**src/shared/adc_card_pkg.sv**
```systemverilog
// Overview of operation
// - Claim eight I/O addresses; upper bits match switch base, low three select register.
// - Upper nibble of either control register write updates the four general outputs.
// - First control register bit 3 enables interrupt generation.
// - First control register bits 2..0 drive the multiplexer channel address.
// - Second control register bit 3 drives a spare user output line.
// - Second control register bits 2..0 drive the expansion gain select lines.
// - Status bit 7 is one while converting, zero when result valid.
// - Status echoes gain lines in bits 6..4 and channel address in 2..0.
// - Status bit 3 sets whenever an interrupt is generated.
// - Interrupt status clears on reset, conversion start, or a control register write outside a conversion-end cycle.
// - Result captured as unsigned binary at the end of every conversion.
// - Captured result stays unchanged until the next conversion finishes.
// - Offset 0 read: low four result bits high, general outputs low nibble.
// - Offset 1 read: upper eight result bits, top bit in bit 7.
// - Low then high byte reads come from the same captured conversion only if no conversion ends between them.
// - A write to offset 1 while idle starts a conversion and raises busy until done; writes while busy are ignored.
// - Offset 0 write loads digital latch; bit drives line only if strapped output.
// - Offset 3 read returns sampled digital lines, bit n is line n.
// - Digital lines are inputs unless their direction strap is fitted.
// - Offsets 4..6 access timer channels; two-byte mode writes low then high.
// - Timer data read returns the latched count if one is held, else the current count, in the channel's byte format.
// - Control byte bits 7..6 route to channel 0..2; code 3 is read-back, which the code ignores.
// - Control byte bits 5..4 select latch, low, high, or low-then-high access.
// - Control byte bits 3..1 choose modes 0..5, top bit ignored for 2 and 3.
// - Control byte bit 0 selects binary or binary-coded decimal counting.
package adc_card_pkg;
    localparam logic [2:0] OFS_RESULT_LOW = 3'h0;
    localparam logic [2:0] OFS_RESULT_HIGH = 3'h1;
    localparam logic [2:0] OFS_STATUS_CTRL1 = 3'h2;
    localparam logic [2:0] OFS_INPUT_CTRL2 = 3'h3;
    localparam logic [2:0] OFS_TIMER0 = 3'h4;
    localparam logic [2:0] OFS_TIMER2 = 3'h6;
    localparam logic [2:0] OFS_TIMER_CTRL = 3'h7;
    localparam int BASE_LSB = 3;
    localparam int BASE_MSB = 9;
    localparam int OUT_POS = 4;
    localparam int ENABLE_POS = 3;
    localparam int USER_POS = 3;
    localparam int BUSY_POS = 7;
    localparam int IRQ_POS = 3;
    localparam int GAIN_POS = 4;
    localparam int SEL_POS = 6;
    localparam int ACC_POS = 4;
    localparam int MODE_POS = 1;
    localparam int BCD_POS = 0;
    localparam logic [7:0] CTRL_RESET = 8'h00;
    localparam logic [7:0] LATCH_RESET = 8'h00;
    localparam logic [1:0] SEL_READBACK = 2'h3;
    localparam logic [1:0] ACC_LATCH = 2'h0;
    localparam logic [1:0] ACC_LOW = 2'h1;
    localparam logic [1:0] ACC_HIGH = 2'h2;
    localparam logic [1:0] ACC_BOTH = 2'h3;
    localparam int CONV_TIME_NS = 10000;
    localparam int CLOCK_NS = 40;
    localparam int CONV_CYCLES = (CONV_TIME_NS + CLOCK_NS - 1) / CLOCK_NS;
    typedef enum logic [1:0] {
        CONV_IDLE = 2'b01,
        CONV_BUSY = 2'b10
    } conv_state_t;
endpackage

```
**src/verilog/adc_card_io_registers.sv**
```systemverilog
`timescale 1ns/100ps
module adc_card_io_registers #(
    parameter int CONV_CYCLES = adc_card_pkg::CONV_CYCLES,
    parameter logic [6:0] BASE_DEFAULT = 7'h60
) (
    input wire logic clock,
    input wire logic rstn,
    input wire logic [9:0] io_addr,
    input wire logic io_rd,
    input wire logic io_wr,
    input wire logic [7:0] io_wdata,
    output logic [7:0] io_rdata,
    output logic io_hit,
    input wire logic [6:0] base_switch,
    input wire logic [11:0] conversion_result_bits,
    output logic conv_start,
    output logic [3:0] general_outputs,
    output logic interrupt_gate,
    output logic [2:0] mux_channel_select,
    output logic user_output,
    output logic [2:0] gain_select_lines,
    output logic irq_req,
    input wire logic [7:0] direction_straps,
    input wire logic [7:0] digital_lines_in,
    output logic [7:0] digital_lines_out,
    output logic [7:0] digital_lines_oe,
    output logic [1:0] timer_mode_bcd_ch0,
    output logic [3:0] timer_mode_field_ch0
);
    // Address decode against switch base
    logic sel;
    logic [2:0] ofs;
    logic rd_hit;
    logic wr_hit;
    assign sel = (io_addr[adc_card_pkg::BASE_MSB:adc_card_pkg::BASE_LSB] == base_switch);
    assign ofs = io_addr[2:0];
    assign rd_hit = sel && io_rd;
    assign wr_hit = sel && io_wr;

    // Control, latch and status state
    logic [3:0] gen_q, gen_d;
    logic ien_q, ien_d;
    logic [2:0] mux_q, mux_d;
    logic user_q, user_d;
    logic [2:0] gain_q, gain_d;
    logic [7:0] latch_q, latch_d;
    logic irqst_q, irqst_d;
    logic irq_q, irq_d;
    logic [11:0] result_q, result_d;
    logic start_q, start_d;
    adc_card_pkg::conv_state_t state_q, state_d;
    logic [15:0] cnt_q, cnt_d;
    logic done;
    assign done = (state_q == adc_card_pkg::CONV_BUSY) && (cnt_q == 16'h0000);

    always_comb begin
        gen_d = gen_q;
        ien_d = ien_q;
        mux_d = mux_q;
        user_d = user_q;
        gain_d = gain_q;
        latch_d = latch_q;
        irqst_d = irqst_q;
        irq_d = 1'b0;
        result_d = result_q;
        start_d = 1'b0;
        state_d = state_q;
        cnt_d = cnt_q;
        if (wr_hit && ofs == adc_card_pkg::OFS_STATUS_CTRL1) begin
            gen_d = io_wdata[7:adc_card_pkg::OUT_POS];
            ien_d = io_wdata[adc_card_pkg::ENABLE_POS];
            mux_d = io_wdata[2:0];
            irqst_d = 1'b0;
        end
        if (wr_hit && ofs == adc_card_pkg::OFS_INPUT_CTRL2) begin
            gen_d = io_wdata[7:adc_card_pkg::OUT_POS];
            user_d = io_wdata[adc_card_pkg::USER_POS];
            gain_d = io_wdata[2:0];
            irqst_d = 1'b0;
        end
        if (wr_hit && ofs == adc_card_pkg::OFS_RESULT_LOW) begin
            latch_d = io_wdata;
        end
        unique case (state_q)
            adc_card_pkg::CONV_IDLE: begin
                if (wr_hit && ofs == adc_card_pkg::OFS_RESULT_HIGH) begin
                    state_d = adc_card_pkg::CONV_BUSY;
                    cnt_d = 16'(CONV_CYCLES - 1);
                    start_d = 1'b1;
                    irqst_d = 1'b0;
                end
            end
            adc_card_pkg::CONV_BUSY: begin
                if (done) begin
                    state_d = adc_card_pkg::CONV_IDLE;
                    result_d = conversion_result_bits;
                    if (ien_q) begin
                        irqst_d = 1'b1;
                        irq_d = 1'b1;
                    end
                end else begin
                    cnt_d = cnt_q - 16'h0001;
                end
            end
            default: state_d = adc_card_pkg::CONV_IDLE;
        endcase
    end

    // Register control state; reset leaves interrupts off and channel zero
    always_ff @(posedge clock or negedge rstn) begin
        if (!rstn) begin
            gen_q <= adc_card_pkg::CTRL_RESET[7:4];
            ien_q <= 1'b0;
            mux_q <= adc_card_pkg::CTRL_RESET[2:0];
            user_q <= 1'b0;
            gain_q <= adc_card_pkg::CTRL_RESET[2:0];
            latch_q <= adc_card_pkg::LATCH_RESET;
            irqst_q <= 1'b0;
            irq_q <= 1'b0;
            result_q <= 12'h000;
            start_q <= 1'b0;
            state_q <= adc_card_pkg::CONV_IDLE;
            cnt_q <= 16'h0000;
        end else begin
            gen_q <= gen_d;
            ien_q <= ien_d;
            mux_q <= mux_d;
            user_q <= user_d;
            gain_q <= gain_d;
            latch_q <= latch_d;
            irqst_q <= irqst_d;
            irq_q <= irq_d;
            result_q <= result_d;
            start_q <= start_d;
            state_q <= state_d;
            cnt_q <= cnt_d;
        end
    end

    // Timer channel programming and data ports
    logic [1:0] acc_q [3], acc_d [3];
    logic [2:0] mode_q [3], mode_d [3];
    logic bcd_q [3], bcd_d [3];
    logic [15:0] count_q [3], count_d [3];
    logic [15:0] hold_q [3], hold_d [3];
    logic held_q [3], held_d [3];
    logic hib_q [3], hib_d [3];
    logic [1:0] tsel;
    logic [7:0] tbyte;
    assign tsel = 2'(ofs - adc_card_pkg::OFS_TIMER0);

    always_comb begin
        logic [15:0] src;
        src = 16'h0000;
        for (int i = 0; i < 3; i++) begin
            acc_d[i] = acc_q[i];
            mode_d[i] = mode_q[i];
            bcd_d[i] = bcd_q[i];
            count_d[i] = count_q[i];
            hold_d[i] = hold_q[i];
            held_d[i] = held_q[i];
            hib_d[i] = hib_q[i];
        end
        if (wr_hit && ofs == adc_card_pkg::OFS_TIMER_CTRL &&
            io_wdata[7:adc_card_pkg::SEL_POS] != adc_card_pkg::SEL_READBACK) begin
            for (int i = 0; i < 3; i++) begin
                if (io_wdata[7:adc_card_pkg::SEL_POS] == 2'(i)) begin
                    if (io_wdata[5:adc_card_pkg::ACC_POS] == adc_card_pkg::ACC_LATCH) begin
                        hold_d[i] = count_q[i];
                        held_d[i] = 1'b1;
                    end else begin
                        acc_d[i] = io_wdata[5:adc_card_pkg::ACC_POS];
                        mode_d[i] = io_wdata[adc_card_pkg::MODE_POS+:3];
                        if (io_wdata[adc_card_pkg::MODE_POS+1])
                            mode_d[i][2] = 1'b0;
                        bcd_d[i] = io_wdata[adc_card_pkg::BCD_POS];
                        hib_d[i] = 1'b0;
                        held_d[i] = 1'b0;
                    end
                end
            end
        end
        tbyte = 8'h00;
        if (ofs >= adc_card_pkg::OFS_TIMER0 && ofs <= adc_card_pkg::OFS_TIMER2) begin
            for (int i = 0; i < 3; i++) begin
                if (tsel == 2'(i)) begin
                    src = held_q[i] ? hold_q[i] : count_q[i];
                    unique case (acc_q[i])
                        adc_card_pkg::ACC_HIGH: tbyte = src[15:8];
                        adc_card_pkg::ACC_BOTH: tbyte = hib_q[i] ? src[15:8] : src[7:0];
                        default: tbyte = src[7:0];
                    endcase
                    if (wr_hit) begin
                        unique case (acc_q[i])
                            adc_card_pkg::ACC_HIGH: count_d[i][15:8] = io_wdata;
                            adc_card_pkg::ACC_BOTH: begin
                                if (hib_q[i]) count_d[i][15:8] = io_wdata;
                                else count_d[i][7:0] = io_wdata;
                                hib_d[i] = !hib_q[i];
                            end
                            default: count_d[i][7:0] = io_wdata;
                        endcase
                    end else if (rd_hit) begin
                        if (acc_q[i] == adc_card_pkg::ACC_BOTH) hib_d[i] = !hib_q[i];
                        if (acc_q[i] != adc_card_pkg::ACC_BOTH || hib_q[i]) held_d[i] = 1'b0;
                    end
                end
            end
        end
    end

    // Register timer channel state
    always_ff @(posedge clock or negedge rstn) begin
        if (!rstn) begin
            for (int i = 0; i < 3; i++) begin
                acc_q[i] <= adc_card_pkg::ACC_LOW;
                mode_q[i] <= 3'h0;
                bcd_q[i] <= 1'b0;
                count_q[i] <= 16'h0000;
                hold_q[i] <= 16'h0000;
                held_q[i] <= 1'b0;
                hib_q[i] <= 1'b0;
            end
        end else begin
            for (int i = 0; i < 3; i++) begin
                acc_q[i] <= acc_d[i];
                mode_q[i] <= mode_d[i];
                bcd_q[i] <= bcd_d[i];
                count_q[i] <= count_d[i];
                hold_q[i] <= hold_d[i];
                held_q[i] <= held_d[i];
                hib_q[i] <= hib_d[i];
            end
        end
    end

    // Read data mux and registered outputs
    logic [7:0] rdata_d;
    always_comb begin
        rdata_d = 8'h00;
        unique case (ofs)
            adc_card_pkg::OFS_RESULT_LOW: rdata_d = {result_q[3:0], gen_q};
            adc_card_pkg::OFS_RESULT_HIGH: rdata_d = result_q[11:4];
            adc_card_pkg::OFS_STATUS_CTRL1:
                rdata_d = {state_q == adc_card_pkg::CONV_BUSY, gain_q, irqst_q, mux_q};
            adc_card_pkg::OFS_INPUT_CTRL2: rdata_d = digital_lines_in;
            adc_card_pkg::OFS_TIMER_CTRL: rdata_d = 8'h00;
            default: rdata_d = tbyte;
        endcase
    end

    always_ff @(posedge clock or negedge rstn) begin
        if (!rstn) begin
            io_rdata <= 8'h00;
            io_hit <= 1'b0;
            digital_lines_out <= 8'h00;
            digital_lines_oe <= 8'h00;
            timer_mode_bcd_ch0 <= 2'h0;
            timer_mode_field_ch0 <= 4'h0;
        end else begin
            io_rdata <= rd_hit ? rdata_d : 8'h00;
            io_hit <= rd_hit;
            digital_lines_out <= latch_d & direction_straps;
            digital_lines_oe <= direction_straps;
            timer_mode_bcd_ch0 <= {held_q[0], bcd_q[0]};
            timer_mode_field_ch0 <= {acc_q[0][0], mode_q[0]};
        end
    end

    assign conv_start = start_q;
    assign general_outputs = gen_q;
    assign interrupt_gate = ien_q;
    assign mux_channel_select = mux_q;
    assign user_output = user_q;
    assign gain_select_lines = gain_q;
    assign irq_req = irq_q;
endmodule // adc_card_io_registers

```
**config.mk**
```make
export PLATFORM = sky130hd
export DESIGN_NAME = adc_card_io_registers
export DESIGN_NICKNAME = d
export VERILOG_FILES = /design/src/shared/adc_card_pkg.sv /design/src/verilog/adc_card_io_registers.sv
export SDC_FILE = /design/constraint.sdc
export NUM_CORES = 1
export LEC_CHECK = 0
export BUFFER_PORTS_ARGS = -buffer_cell sky130_fd_sc_hd__buf_4
export CAP_MARGIN = 10
export CORE_UTILIZATION = 24
export DETAILED_ROUTE_END_ITERATION = 8
export PLACE_DENSITY_LB_ADDON = 0.05
export SYNTH_ARGS = -nofsm -noshare
export SYNTH_HDL_FRONTEND = slang
export SYNTH_SLANG_ARGS = --single-unit
```
**constraint.sdc**
```tcl
create_clock -name clock -period 6.7 [get_ports clock]
set_input_delay 1.005 -clock clock [delete_from_list [all_inputs] [get_ports clock]]
set_output_delay 1.005 -clock clock [all_outputs]
set_load 0.03 [all_outputs]
```
Word-level counts from Yosys, hierarchy flattened

Index checks and enable logic that the tools add are counted.
W data, S select, Z words.

Add/subtract/negate cells: 2
Magnitude comparators: 2
Equal/unequal tests: 30
Muxes and demuxes: 86
Bitwise operators: 5
Reductions and logical operators: 41

Operators with widths:

| cell                    | count |
|---|---|
| $pmux W8 S2             | 9 |
| $mux W8                 | 15 |
| $mux W16                | 5 |
| $mux W1                 | 45 |
| $pmux W8 S5             | 1 |
| $pmux W16 S2            | 1 |
| $reduce_and A5 Y1       | 6 |
| $ne A2 B2 Y1 const B    | 13 |
| $reduce_and A3 Y1       | 7 |
| $eq A2 B2 Y1 const B    | 9 |
| $logic_not A16 Y1       | 1 |
| $sub A16 B1 Y16 const B | 1 |
| $mux W3                 | 4 |
| $logic_and A1 B1 Y1     | 10 |
| $reduce_bool A2 Y1      | 5 |
| $and A8 B8 Y8           | 1 |
| $mux W4                 | 2 |
| $eq A7 B7 Y1            | 1 |
| $eq A2 B1 Y1 const B    | 3 |
| $eq A3 B2 Y1 const B    | 2 |
| $logic_not A2 Y1        | 3 |
| $mux W2                 | 2 |
| $not A1 Y1              | 4 |
| $pmux W2 S2             | 1 |
| 10 further kinds        | 15 |

Register bits: 196
Output and inout port bits: 45

Logic depth before layout (Yosys ltp)

Gate-level depths: netlist of run 1.

Depth in word-level cells: 10
Depth in mapped cells: 10
Gate-level depth less buffers: 7

Least setup slack after synthesis of run 1

Ideal clock, no wire load.

Path type: input -> register
From: input port base_switch[1]
To: register hold_q[23] (netlist bit)
Setup time: 0.125 ns
Data arrival time: 2.907 ns
Path slack: 3.669 ns
Stages: 6
Buffers on the path: 1
Path through: xor2_1 -> nor3_1 -> nand3_4 -> nor4_4 -> buf_6 -> mux2_2

Word-level cells in the longest chain between the ends: 5

Ends and longest elaborated chain:

| what                             | line                         | source |
|---|---|---|
| from (decl)                      | adc_card_io_registers.sv:14  | `input wire logic [6:0] base_switch,` |
| $eq A7 B7 Y1                     | adc_card_io_registers.sv:35  | `assign sel = (io_addr[adc_card_pkg::BASE_MSB:adc_card_pkg::BASE_LSB] == base_switch);` |
| $logic_and A1 B1 Y1              | adc_card_io_registers.sv:38  | `assign wr_hit = sel && io_wr;` |
| $logic_and A1 B1 Y1 (2 in a row) | adc_card_io_registers.sv:164 | `if (wr_hit && ofs == adc_card_pkg::OFS_TIMER_CTRL &&` |
| $reduce_and A3 Y1 (no line)      | -                            |  |
| to (signal, indexed assignment)  | adc_card_io_registers.sv:230 | `hold_q[i] <= hold_d[i];` |
| to (decl)                        | adc_card_io_registers.sv:145 | `logic [15:0] hold_q [3], hold_d [3];` |

Every way passes these cells.
A chain may end at the register's enable or synchronous reset.

Worst setup path after layout of run 1

From: input port base_switch[1]
To: register hold_q[12] (netlist bit)

The elaborated chain is that of the path after synthesis.

==> run_summary.xml, run 1 <==
<?xml version="1.0" encoding="UTF-8"?>
<metrics>
  <group name="run_status">
    <metric name="status" unit="">complete, no violations</metric>
  </group>
  <group name="cts">
    <metric name="cts_tree" unit="">built</metric>
    <metric name="numCtsBuffers" unit="">17</metric>
    <metric name="clock-sinks" unit="">196</metric>
    <metric name="clock_latency" unit="ns">0.45</metric>
    <metric name="cts-resized-gates" unit="">0</metric>
    <metric name="clock-root-buffer" unit="">sky130_fd_sc_hd__clkbuf_16</metric>
    <metric name="clock_transition_at_the_registers_of_the_reported_paths" unit="ns">0.07</metric>
    <metric name="max-clock-path-buffers" unit="">2</metric>
    <metric name="ctsHoldBuffers" unit="">0</metric>
    <metric name="cts_max_level" unit="">4</metric>
    <metric name="cts_post_setup_buffers_inserted" unit="">0</metric>
  </group>
  <group name="floorplan">
    <metric name="die_area" unit="sq um">37900</metric>
    <metric name="die-width" unit="um">195</metric>
    <metric name="die-height" unit="um">195</metric>
    <metric name="num_rows" unit="">70</metric>
    <metric name="top_level_ports" unit="">102</metric>
    <metric name="design.core.area" unit="sq um">36600</metric>
    <metric name="start_util" unit="%">24.4</metric>
  </group>
  <group name="synthesis">
    <metric name="synth.yosys.warnings" unit="">0</metric>
    <metric name="syn-num-nets" unit="">739</metric>
    <metric name="netlist_area" unit="sq um">8920</metric>
    <metric name="synth_largest_type_area_fraction" unit="%">53.9</metric>
    <metric name="post_synth_edffs" unit="">0</metric>
    <metric name="synthArstFlopShare" unit="%">100</metric>
    <metric name="synth_flop_cell" unit="">sky130_fd_sc_hd__dfrtp_1</metric>
    <metric name="ys_top_cells_by_area" unit="">sky130_fd_sc_hd__dfrtp_1 54%, sky130_fd_sc_hd__mux2_2 15%, sky130_fd_sc_hd__mux4_2 7.1%</metric>
    <metric name="syn_area_per_cell" unit="sq um">13.2</metric>
    <metric name="yosysUniqueCellTypes" unit="">64</metric>
    <metric name="synth_sequential_area_ratio" unit="%">55.1</metric>
    <metric name="synthesis.instances" unit="">678</metric>
    <metric name="flops_latches_synth" unit="">196</metric>
    <metric name="yosys.area.top_type" unit="">sky130_fd_sc_hd__dfrtp_1</metric>
  </group>
  <group name="power_and_ir_drop">
    <metric name="pwr-share-comb" unit="%">6.3</metric>
    <metric name="fin_total_pwr" unit="mW">2.35</metric>
    <metric name="power.sequential.fraction" unit="%">51.2</metric>
    <metric name="peak_supply_drop" unit="V">0.000170</metric>
    <metric name="sw_frac_of_total" unit="%">25.8</metric>
    <metric name="internal_power" unit="mW">1.74</metric>
    <metric name="net-switching-power" unit="mW">0.604</metric>
    <metric name="pwr_density_cell" unit="nW/um^2">218</metric>
    <metric name="power.share.clock" unit="%">42.5</metric>
    <metric name="static-leakage-power" unit="nW">4.88</metric>
  </group>
  <group name="final_layout">
    <metric name="multi_input_comb_area" unit="sq um">3830</metric>
    <metric name="layout-drive-gt1-share" unit="%">39.1</metric>
    <metric name="final_cell_mix" unit="">192 x sky130_fd_sc_hd__dfrtp_1, 119 x sky130_fd_sc_hd__mux2_2, 103 x sky130_fd_sc_hd__buf_4</metric>
    <metric name="filler_cell_count" unit="">3750</metric>
    <metric name="layout.core_utilization" unit="%">29.3</metric>
    <metric name="layout-area-overhead-vs-synth" unit="%">20.4</metric>
    <metric name="fin_nets" unit="">834</metric>
    <metric name="layout.area.seq" unit="sq um">4910</metric>
    <metric name="layout_commonest_cell" unit="">sky130_fd_sc_hd__dfrtp_1</metric>
    <metric name="antenna-diode-count" unit="">0</metric>
  </group>
  <group name="detailed_routing">
    <metric name="detailedRoute.firstIterationViolations" unit="">256</metric>
    <metric name="detail_route.first_pass.iterations" unit="">6</metric>
    <metric name="routedWlPerCell" unit="um">21.2</metric>
    <metric name="routed_wl" unit="mm">26.6</metric>
    <metric name="route.detailed.vias_per_inst" unit="">4.84</metric>
    <metric name="drc" unit="">0</metric>
    <metric name="routed-via-count" unit="">6067</metric>
    <metric name="drtAntennaViolNets" unit="">0</metric>
  </group>
  <group name="worst_setup_path">
    <metric name="timing_worst_setup_path_type" unit="">input port to flop</metric>
    <metric name="rr_startpoint" unit="">state_q[0]$_DFFE_PN1P_</metric>
    <metric name="crit_path_cell_trace" unit="">buf_4, xor2_1, nor3_1, nand3_4, nor4_4, mux2_2</metric>
    <metric name="worst_setup_path_start_kind" unit="">input port</metric>
    <metric name="timing.critical_path.slowest_cell_delay" unit="ns">1.15</metric>
    <metric name="critPathSlowestCell" unit="">sky130_fd_sc_hd__nor4_4</metric>
    <metric name="startpoint" unit="">base_switch[1]</metric>
    <metric name="timing.critical_path.fanout_max" unit="">16</metric>
    <metric name="critPathCaptureType" unit="">flop</metric>
    <metric name="critical_path_arrival" unit="ns">4.02</metric>
    <metric name="cp_data_required_time" unit="ns">7.03</metric>
  </group>
  <group name="global_route">
    <metric name="combined_global_route_utilization_of_all_metal_layers" unit="%">14.7</metric>
    <metric name="vias_in_the_first_global_route" unit="">6589</metric>
    <metric name="grt_pass1_wl" unit="mm">41.3</metric>
    <metric name="antenna_found_initial" unit="">0</metric>
    <metric name="grt_start_max_net_pins" unit="">116</metric>
    <metric name="globalRoute.totalOverflow" unit="">0</metric>
  </group>
  <group name="sta">
    <metric name="timing.final.crit_share" unit="%">55.1</metric>
    <metric name="slew_worst_pin" unit="ns">1.21</metric>
    <metric name="fin_crit" unit="ns">3.69</metric>
    <metric name="setup_tns" unit="ns">0</metric>
    <metric name="final.setup_skew" unit="ns">0.0108</metric>
    <metric name="grt_setup_unrepaired" unit="">false</metric>
    <metric name="fmax" unit="MHz">271</metric>
    <metric name="worst_hold_slack" unit="ns">0.378</metric>
    <metric name="finalHoldViolCount" unit="">0</metric>
    <metric name="maxSlewViolCount" unit="">0</metric>
    <metric name="setup_violations" unit="">0</metric>
    <metric name="timing.slew.headroom" unit="%">18.7</metric>
  </group>
  <group name="placement">
    <metric name="place.gp.congestion" unit="">0.777</metric>
    <metric name="portBuffers" unit="">101</metric>
    <metric name="dpl.hpwl" unit="mm">18.4</metric>
  </group>
  <group name="run">
    <metric name="max-cap-violations" unit="">0</metric>
  </group>
  <group name="hold_path">
    <metric name="min-delay-start" unit="">mode_q[8]$_DFFE_PN0P_</metric>
    <metric name="worst_hold_path_type" unit="">flop to flop</metric>
  </group>
</metrics>
==> synth_stat cells, drive strengths merged (2+ instances only) <==
library cell,instances
a22o,5
and3,4
nor3,9
mux4,28
nand2,66
o221ai,4
dfrtp,192
or3,5
o21ai,23
o2111ai,2
xor2,7
mux2,120
or4,2
ha,4
nand4,6
nor4,11
and2,12
dfstp,4
a22oi,10
a211o,2
or2,3
nand3,11
inv,14
nor2,22
a31oi,6
nor3b,3
buf,9
nor2b,6
mux2i,4
clkbuf,20
a41oi,2
o22ai,2
a21oi,10
nand3b,5
nand2b,5
o211ai,10
o41ai,3
o31ai,15
a21o,3
==> area by class of cell <==
cell class	instances	area share, %
clock buffer	18	4.09
inverter	15	0.524
timing repair buffer	105	7.44
clock inverter	14	1.11
tap	468	5.45
sequential	196	45.7
multi-input combinational	438	35.7
==> layer usage <==
metal / vias up / track usage, % / part of all wire (%)
met5: - / 0 / 0
met4: 0 / 5.54 / 2.2
met3: 29 / 2.81 / 3.8
met2: 145 / 23.3 / 47
met1: 3190 / 19.8 / 47
li1: 2703 / - / -
==> power groups by stage <==
stage / Sequential [mW] / Combinational, mW / Clock [mW]
2_1_floorplan: 1.23 / 0.0479 / 0
5_1_grt: 1.20 / 0.161 / 1.07
4_1_cts: 1.20 / 0.153 / 1.04
3_5_place_dp: 1.22 / 0.153 / 0
3_3_place_gp: 1.22 / 0.151 / 0
6_report: 1.20 / 0.148 / 0.996
==> logic make-up after synthesis <==
group / synth area share [%]
adders and majority gates: 0.561
AOI/OAI and AO/OA: 7.84
buffers and inverters: 2.01
xor gates and xnor gates: 0.688
and+or+nand+nor: 11.2
muxes: 22.7
DFF: 55.1
==> state kept, by name, indices dropped and copies added, names as in the netlist, 2 cells and up <==
name / cells
digital_lines_oe: 8
hold_q: 48
hib_q: 3
state_q: 2
cnt_q: 16
timer_mode_bcd_ch0: 2
count_q: 48
held_q: 3
gain_select_lines: 3
mux_channel_select: 3
latch_q: 8
result_q: 12
digital_lines_out: 8
general_outputs: 4
mode_q: 3
io_rdata: 8
acc_q: 6
timer_mode_field_ch0: 4
==> final timing paths <==
check                                                     to  slack [ns]  cells past startpoint
max in group asynchronous               latch_q[0]$_DFF_PN0_        4.38                      2
hold reg to reg            timer_mode_field_ch0[2]$_DFF_PN0_        0.38                      0
setup reg to reg                       cnt_q[15]$_DFFE_PN0P_        3.68                      7
min in group asynchronous               cnt_q[3]$_DFFE_PN0P_        0.67                      1
hold / removal             timer_mode_field_ch0[2]$_DFF_PN0_        0.38                      0
setup / recovery                      hold_q[12]$_DFFE_PN0P_        3.01                      6
==> through the flow <==
step	instance area [sq um]	worst slack [ns]	cells
detailed placement	10200	2.53	1221
global route	10700	2.85	1254
floorplan	8920	3.67	678
finish	10700	3.01	1254
global placement	10200	2.62	1221
CTS	10700	3.01	1253
==> critical path: cells and delay by family <==
kind	cells	cell delay [ns]
and+or+nand+nor	3	2.29
xor gates and xnor gates	1	0.16
buffers and inverters	1	0.11
muxes	1	0.43
Note: power is estimated with default switching activity, not from simulation.
==> run 2: changes to the inputs <==
==> constraint.sdc (replaced) <==
create_clock -name clock -period 3.7 [get_ports clock]
set_input_delay 0.555 -clock clock [delete_from_list [all_inputs] [get_ports clock]]
set_output_delay 0.555 -clock clock [all_outputs]
set_load 0.03 [all_outputs]
==> run 2 against run 1 <==
Effect of this change: worst hold slack worse by 0.17 ns; setup slack worse by 1.9 ns; total power up 86%; final cell count up 1.2%; sequential power up 81%; sequential cell count unchanged; via count up 0.40%; non-clock buffer count up 15; routed wire length up 0.57%; utilization up 0.46 points; register-to-register slack worse by 2.6 ns; combinational power up 86%; critical path type is now flop to flop; largest cell class unchanged; largest power group unchanged.
==> run_summary.xml, run 2 (same netlist as run 1, synthesis figures left out) <==
<?xml version="1.0" encoding="UTF-8"?>
<metrics>
  <group name="run_status">
    <metric name="status" unit="">complete, no violations</metric>
  </group>
  <group name="sta">
    <metric name="setup_tns" unit="ns">0</metric>
    <metric name="timing.final.crit_share" unit="%">71.0</metric>
    <metric name="finalHoldViolCount" unit="">0</metric>
    <metric name="fin_crit" unit="ns">2.63</metric>
    <metric name="maxSlewViolCount" unit="">0</metric>
    <metric name="setup_violations" unit="">0</metric>
    <metric name="worst_hold_slack" unit="ns">0.207</metric>
    <metric name="final.setup_skew" unit="ns">0.0158</metric>
    <metric name="grt_setup_unrepaired" unit="">false</metric>
    <metric name="timing.slew.headroom" unit="%">26.2</metric>
    <metric name="slew_worst_pin" unit="ns">1.09</metric>
    <metric name="fmax" unit="MHz">381</metric>
  </group>
  <group name="worst_setup_path">
    <metric name="critPathSlowestCell" unit="">sky130_fd_sc_hd__nor4_1</metric>
    <metric name="family_with_the_most_delay_on_the_worst_path" unit="">simple AND/OR/NAND/NOR gates</metric>
    <metric name="critical_path_arrival" unit="ns">2.92</metric>
    <metric name="timing.critical_path.fanout_max" unit="">17</metric>
    <metric name="worst_setup_path_start_kind" unit="">flop</metric>
    <metric name="critPathCaptureType" unit="">flop</metric>
    <metric name="timing.critical_path.slowest_cell_delay" unit="ns">0.56</metric>
    <metric name="timing_worst_setup_path_type" unit="">flop to flop</metric>
    <metric name="crit_path_cell_trace" unit="">nor4_1, nand2_1, or2_2, o21ai_1, o221ai_1</metric>
    <metric name="sum_of_buffers_and_inverters_on_the_critical_path" unit="">0</metric>
    <metric name="cp_data_required_time" unit="ns">4.00</metric>
  </group>
  <group name="final_layout">
    <metric name="final_cell_mix" unit="">192 x sky130_fd_sc_hd__dfrtp_1, 119 x sky130_fd_sc_hd__mux2_2, 117 x sky130_fd_sc_hd__buf_4</metric>
    <metric name="layout.area.seq" unit="sq um">4910</metric>
    <metric name="multi_input_comb_area" unit="sq um">3830</metric>
    <metric name="filler_cell_count" unit="">3709</metric>
    <metric name="layout_commonest_cell" unit="">sky130_fd_sc_hd__dfrtp_1</metric>
    <metric name="fin_nets" unit="">849</metric>
    <metric name="layout_top_registers" unit="">count_q x48, hold_q x48, cnt_q x16</metric>
    <metric name="layout-drive-gt1-share" unit="%">40.1</metric>
    <metric name="final_area" unit="sq um">10900</metric>
    <metric name="layout-area-overhead-vs-synth" unit="%">22.3</metric>
  </group>
  <group name="detailed_routing">
    <metric name="routed-via-count" unit="">6091</metric>
    <metric name="drc" unit="">0</metric>
    <metric name="detailedRoute.firstIterationViolations" unit="">312</metric>
    <metric name="detail_route.first_pass.iterations" unit="">5</metric>
    <metric name="route.detailed.vias_per_inst" unit="">4.80</metric>
    <metric name="routedWlPerCell" unit="um">21.1</metric>
    <metric name="routed_wl" unit="mm">26.8</metric>
    <metric name="drtAntennaViolNets" unit="">0</metric>
  </group>
  <group name="cts">
    <metric name="cts_tree" unit="">built</metric>
    <metric name="numCtsBuffers" unit="">17</metric>
    <metric name="cts-resized-gates" unit="">0</metric>
    <metric name="cts_max_level" unit="">4</metric>
    <metric name="clock_transition_at_the_registers_of_the_reported_paths" unit="ns">0.08</metric>
    <metric name="max-clock-path-buffers" unit="">2</metric>
    <metric name="clock_latency" unit="ns">0.46</metric>
    <metric name="ctsHoldBuffers" unit="">0</metric>
    <metric name="clock-root-buffer" unit="">sky130_fd_sc_hd__clkbuf_16</metric>
    <metric name="clock-sinks" unit="">196</metric>
    <metric name="cts_post_setup_buffers_inserted" unit="">0</metric>
  </group>
  <group name="global_route">
    <metric name="vias_in_the_first_global_route" unit="">6541</metric>
    <metric name="grt_pass1_wl" unit="mm">41.6</metric>
    <metric name="combined_global_route_utilization_of_all_metal_layers" unit="%">14.9</metric>
    <metric name="globalRoute.totalOverflow" unit="">0</metric>
    <metric name="antenna_found_initial" unit="">1</metric>
    <metric name="grt_start_max_net_pins" unit="">104</metric>
  </group>
  <group name="placement">
    <metric name="portBuffers" unit="">101</metric>
    <metric name="dpl_cell_area" unit="sq um">10300</metric>
    <metric name="dpl.hpwl" unit="mm">18.8</metric>
    <metric name="place.gp.congestion" unit="">0.755</metric>
  </group>
  <group name="floorplan">
    <metric name="start_util" unit="%">24.4</metric>
    <metric name="die-width" unit="um">195</metric>
    <metric name="num_rows" unit="">70</metric>
    <metric name="top_level_ports" unit="">102</metric>
    <metric name="die-height" unit="um">195</metric>
    <metric name="die_area" unit="sq um">37900</metric>
    <metric name="design.core.area" unit="sq um">36600</metric>
  </group>
  <group name="hold_path">
    <metric name="worst_hold_path_type" unit="">input port to async pin</metric>
  </group>
  <group name="power_and_ir_drop">
    <metric name="static-leakage-power" unit="nW">4.98</metric>
    <metric name="pwr_density_cell" unit="nW/um^2">401</metric>
    <metric name="peak_supply_drop" unit="V">0.000343</metric>
    <metric name="fin_total_pwr" unit="mW">4.37</metric>
  </group>
  <group name="run">
    <metric name="max-cap-violations" unit="">0</metric>
  </group>
</metrics>
==> run 2: power breakdown <==
part / switching, mW / leakage (nW) / internal (mW)
sequential: 0.0127 / 2.55 / 2.16
clock: 0.902 / 0.292 / 1.02
combinational: 0.178 / 2.14 / 0.0986
==> run 2: path summary, 6_finish.rpt <==
path                            depth (start not counted)                           endpoint  slack, ns             startpoint
worst max-delay path                                    5              cnt_q[15]$_DFFE_PN0P_       1.07   cnt_q[7]$_DFFE_PN0P_
min in group clock                                      1      digital_lines_oe[1]$_DFF_PN0_       0.21    direction_straps[1]
max in group asynchronous                               2               acc_q[4]$_DFFE_PN1P_       2.65                   rstn
worst min register to register                          0  timer_mode_field_ch0[1]$_DFF_PN0_       0.37  mode_q[7]$_DFFE_PN0P_
worst max register to register                          5              cnt_q[15]$_DFFE_PN0P_       1.07   cnt_q[7]$_DFFE_PN0P_
worst min-delay path                                    1               cnt_q[3]$_DFFE_PN0P_       0.21                   rstn
==> run 2: per-layer routing <==
metal	track usage [%]	routed length [um]	vias up
li1	-	-	2732
met1	20.2	12500	3195
met2	23.9	12800	143
met3	2.65	981	21
met4	4.78	446	0
met5	0	0	-
==> run 2: cell type report <==
type | count | share of cell area [%]
repair buffers | 120 | 8.55
clock inverters | 14 | 1.50
multi-input cells | 438 | 35.1
inverters | 15 | 0.516
clock buffers | 17 | 3.90
well taps | 468 | 5.37
flip-flops and latches | 196 | 45.0
diodes | 1 | 0.0230
==> run 2: through the flow <==
step	setup slack, ns	utilization, %	instances
floorplan	1.12	-	678
global placement	0.740	28.2	1237
detailed placement	0.703	28.2	1237
CTS	1.08	29.8	1268
global route	0.885	29.8	1268
finish	1.07	29.8	1269
==> run 3: changes to the inputs <==
--- a/config.mk
+++ b/config.mk
@@ -5,6 +5,7 @@
 export SDC_FILE = /design/constraint.sdc
 export NUM_CORES = 1
 export LEC_CHECK = 0
+export ABC_AREA = 1
 export BUFFER_PORTS_ARGS = -buffer_cell sky130_fd_sc_hd__buf_4
 export CAP_MARGIN = 10
 export CORE_UTILIZATION = 24
==> constraint.sdc (replaced) <==
create_clock -name clock -period 2.6 [get_ports clock]
set_input_delay 0.39 -clock clock [delete_from_list [all_inputs] [get_ports clock]]
set_output_delay 0.39 -clock clock [all_outputs]
set_load 0.03 [all_outputs]
==> run 3 against run 2 <==
Effect of this change: worst hold slack got worse by 0.16 ns; first-iteration DRC count increased by 47%; highest routed layer unchanged; setup slack worse by 0.53 ns; clock power is 53% higher; global-route usage is 1.3 points higher; combinational power rose to 4.3 times the previous value; critical endpoint is now count_q[13]$_DFFE_PN0P_.
==> run_summary.xml, run 3 <==
<?xml version="1.0" encoding="UTF-8"?>
<metrics>
  <group name="synthesis">
    <metric name="synthMostInstantiatedCell" unit="">sky130_fd_sc_hd__nand2_1</metric>
    <metric name="yosys.area.top_type" unit="">sky130_fd_sc_hd__dfrtp_1</metric>
    <metric name="synthArstFlopShare" unit="%">100</metric>
    <metric name="synth_flop_cell" unit="">sky130_fd_sc_hd__dfrtp_1</metric>
    <metric name="synth_sequential_area_ratio" unit="%">53.6</metric>
    <metric name="syn-num-nets" unit="">1187</metric>
    <metric name="synthesis.instances" unit="">1126</metric>
    <metric name="yosysUniqueCellTypes" unit="">38</metric>
    <metric name="netlist_area" unit="sq um">9160</metric>
    <metric name="synth_largest_type_area_fraction" unit="%">52.4</metric>
    <metric name="post_synth_edffs" unit="">0</metric>
    <metric name="ys_top_cells_by_count" unit="">385 x sky130_fd_sc_hd__nand2_1, 192 x sky130_fd_sc_hd__dfrtp_1, 116 x sky130_fd_sc_hd__nor2_1</metric>
    <metric name="synth.yosys.warnings" unit="">0</metric>
    <metric name="flops_latches_synth" unit="">196</metric>
    <metric name="ys_top_cells_by_area" unit="">sky130_fd_sc_hd__dfrtp_1 52%, sky130_fd_sc_hd__nand2_1 16%, sky130_fd_sc_hd__o21ai_0 6.1%</metric>
    <metric name="syn_area_per_cell" unit="sq um">8.14</metric>
  </group>
  <group name="worst_setup_path">
    <metric name="rrSetupSlack" unit="ns">0.54</metric>
    <metric name="number_of_cells_on_the_worst_reg_to_reg_path" unit="">7</metric>
    <metric name="critPathCaptureType" unit="">flop</metric>
    <metric name="cp_data_required_time" unit="ns">2.91</metric>
    <metric name="timing_worst_setup_path_type" unit="">flop to flop</metric>
    <metric name="critical_path_arrival" unit="ns">2.37</metric>
    <metric name="r2r_end" unit="">count_q[13]$_DFFE_PN0P_</metric>
    <metric name="worst_setup_path_start_kind" unit="">flop</metric>
    <metric name="rr_startpoint" unit="">acc_q[1]$_DFFE_PN0P_</metric>
    <metric name="timing.critical_path.fanout_max" unit="">16</metric>
  </group>
  <group name="cts">
    <metric name="cts_post_setup_buffers_inserted" unit="">0</metric>
    <metric name="cts_max_level" unit="">4</metric>
    <metric name="clock_latency" unit="ns">0.46</metric>
    <metric name="clock-root-buffer" unit="">sky130_fd_sc_hd__clkbuf_16</metric>
    <metric name="clock-sinks" unit="">196</metric>
    <metric name="clock_transition_at_the_registers_of_the_reported_paths" unit="ns">0.08</metric>
    <metric name="max-clock-path-buffers" unit="">2</metric>
    <metric name="numCtsBuffers" unit="">17</metric>
    <metric name="cts_tree" unit="">built</metric>
  </group>
  <group name="floorplan">
    <metric name="num_rows" unit="">71</metric>
    <metric name="top_level_ports" unit="">102</metric>
    <metric name="die_area" unit="sq um">39000</metric>
    <metric name="die-height" unit="um">197</metric>
    <metric name="design.core.area" unit="sq um">37600</metric>
    <metric name="start_util" unit="%">24.4</metric>
    <metric name="die-width" unit="um">197</metric>
  </group>
  <group name="final_layout">
    <metric name="layout-drive-gt1-share" unit="%">16.7</metric>
    <metric name="layout-area-overhead-vs-synth" unit="%">24.1</metric>
    <metric name="fin_nets" unit="">1313</metric>
    <metric name="layout_top_registers" unit="">count_q x48, hold_q x48, cnt_q x16</metric>
    <metric name="final_area" unit="sq um">11400</metric>
    <metric name="filler_cell_count" unit="">4030</metric>
    <metric name="antenna-diode-count" unit="">0</metric>
    <metric name="layout_commonest_cell" unit="">sky130_fd_sc_hd__nand2_1</metric>
    <metric name="final_cell_mix" unit="">385 x sky130_fd_sc_hd__nand2_1, 192 x sky130_fd_sc_hd__dfrtp_1, 134 x sky130_fd_sc_hd__buf_4</metric>
  </group>
  <group name="sta">
    <metric name="worst_hold_slack" unit="ns">0.0452</metric>
    <metric name="timing.slew.headroom" unit="%">51.5</metric>
    <metric name="slew_worst_pin" unit="ns">0.725</metric>
    <metric name="maxSlewViolCount" unit="">0</metric>
    <metric name="finalHoldViolCount" unit="">0</metric>
    <metric name="timing.final.crit_share" unit="%">79.3</metric>
    <metric name="fmax" unit="MHz">485</metric>
    <metric name="setup_violations" unit="">0</metric>
    <metric name="final.setup_skew" unit="ns">0.0160</metric>
    <metric name="fin_crit" unit="ns">2.06</metric>
    <metric name="setup_tns" unit="ns">0</metric>
    <metric name="grt_setup_unrepaired" unit="">false</metric>
  </group>
  <group name="placement">
    <metric name="place.gp.congestion" unit="">0.764</metric>
    <metric name="dpl_cell_area" unit="sq um">10700</metric>
    <metric name="dpl.hpwl" unit="mm">20.9</metric>
    <metric name="portBuffers" unit="">101</metric>
  </group>
  <group name="detailed_routing">
    <metric name="detail_route.first_pass.iterations" unit="">4</metric>
    <metric name="routed_wl" unit="mm">29.4</metric>
    <metric name="routedWlPerCell" unit="um">16.6</metric>
    <metric name="drtAntennaViolNets" unit="">0</metric>
    <metric name="drc" unit="">0</metric>
    <metric name="route.detailed.vias_per_inst" unit="">4.24</metric>
    <metric name="routed-via-count" unit="">7538</metric>
    <metric name="detailedRoute.firstIterationViolations" unit="">459</metric>
  </group>
  <group name="global_route">
    <metric name="globalRoute.totalOverflow" unit="">0</metric>
    <metric name="vias_in_the_first_global_route" unit="">7734</metric>
    <metric name="grt_start_max_net_pins" unit="">69</metric>
    <metric name="combined_global_route_utilization_of_all_metal_layers" unit="%">16.1</metric>
    <metric name="antenna_found_initial" unit="">1</metric>
    <metric name="grt_pass1_wl" unit="mm">46.6</metric>
  </group>
  <group name="run_status">
    <metric name="status" unit="">complete, no violations</metric>
  </group>
  <group name="power_and_ir_drop">
    <metric name="static-leakage-power" unit="nW">5.62</metric>
    <metric name="pwr_density_cell" unit="nW/um^2">659</metric>
    <metric name="peak_supply_drop" unit="V">0.000474</metric>
  </group>
  <group name="hold_path">
    <metric name="min-delay-start" unit="">direction_straps[6]</metric>
    <metric name="hold_path_end" unit="">digital_lines_oe[6]$_DFF_PN0_</metric>
    <metric name="timing.hold.worst_path_depth" unit="">1</metric>
    <metric name="worst_hold_path_type" unit="">input port to flop</metric>
  </group>
  <group name="run">
    <metric name="max-cap-violations" unit="">0</metric>
  </group>
</metrics>
==> run 3: changes by cell type in the layout (fill, tap and decap cells not counted), sizes merged, moves of 15 or more <==
| cell | previous run | this run |
|---|---|---|
| nand2 | 66 | 393 |
| o21ai | 23 | 132 |
| mux2 | 120 | 12 |
| nor2 | 22 | 120 |
| inv | 23 | 107 |
| mux4 | 28 | 0 |
| nand3 | 11 | 36 |
| buf | 119 | 138 |
| o31ai | 15 | 0 |
==> run 3: worst max-delay path by stage <==
| stage | from | end | slack, ns | cells past startpoint |
|---|---|---|---|---|
| after detailed placement | base_switch[6] | acc_q[5]$_DFFE_PN0P_ | 0.32 | 7 |
| after floorplan | state_q[0]$_DFFE_PN1P_ | result_q[10]$_DFFE_PN0P_ | 0.81 | 6 |
| after global placement | base_switch[6] | acc_q[5]$_DFFE_PN0P_ | 0.30 | 7 |
| final | acc_q[1]$_DFFE_PN0P_ | count_q[13]$_DFFE_PN0P_ | 0.54 | 7 |
| after CTS | acc_q[3]$_DFFE_PN0P_ | io_rdata[7]$_DFF_PN0_ | 0.51 | 7 |
| after global routing | acc_q[1]$_DFFE_PN0P_ | io_rdata[6]$_DFF_PN0_ | 0.30 | 11 |
==> run 3: area by class of cell <==
cell class / instances / area, sq um / area share, %
flip-flops and latches: 196 / 4910 / 43.2
multi-input cells: 789 / 3690 / 32.5
repair buffers: 139 / 1090 / 9.60
well taps: 511 / 639 / 5.62
clock buffers: 24 / 482 / 4.24
inverters: 109 / 409 / 3.60
clock inverters: 8 / 149 / 1.31
==> run 3: logic make-up (layout without fill, tap and decap cells) <==
family                   Yosys count  in the layout  share of synthesized area (%)
XOR/XNOR                          11             11                           1.05
AND/OR/NAND/NOR                  579            579                           26.1
adder cells (fa/ha/maj)            4              4                          0.546
multiplexers                      19             19                           2.24
flip-flops                       196            196                           53.6
buffers and inverters            141            280                           6.12
AO/OA/AOI/OAI                    176            176                           10.3
==> run 3: worst max-delay path, cell delays in order (launching register included) <==
cell,delay [ns]
sky130_fd_sc_hd__dfrtp_1,0.40
sky130_fd_sc_hd__nand2_1,0.12
sky130_fd_sc_hd__o21ai_1,0.11
sky130_fd_sc_hd__buf_4,0.18
sky130_fd_sc_hd__nor2_1,0.56
sky130_fd_sc_hd__nand2_2,0.34
sky130_fd_sc_hd__nand2_1,0.12
sky130_fd_sc_hd__o21ai_0,0.08
==> run 3: per-stage QoR <==
step                      total power [mW]  std cells  setup WS, ns  utilization (%)
after floorplan                       4.15       1126         0.809                -
after global placement                4.63       1743         0.301             28.6
after detailed placement              4.62       1743         0.318             28.6
after CTS                             7.63       1776         0.506             30.3
after global routing                  7.92       1776         0.297             30.3
final                                 7.49       1776         0.539             30.3
==> run 3: per-layer routing <==
metal	track usage (%)	routed length, um	share of wire, %	up-vias
li1	-	-	-	3824
met2	26.3	13800	47	92
met3	2.42	660	2.2	29
met4	5.25	570	1.9	0
met5	0	0	0	-
met1	21.8	14400	49	3593
==> run 3: timing repair <==
action | 4_1_cts | 5_1_grt
hold buffers | 1 | 0
hold endpoints to repair | 62 | 0
gates resized for setup | 0 | 0
==> run 3: power by group <==
group	internal, mW	switching (mW)
logic	0.423	0.764
clock network	1.69	1.25
registers	3.23	0.134
total	5.34	2.15
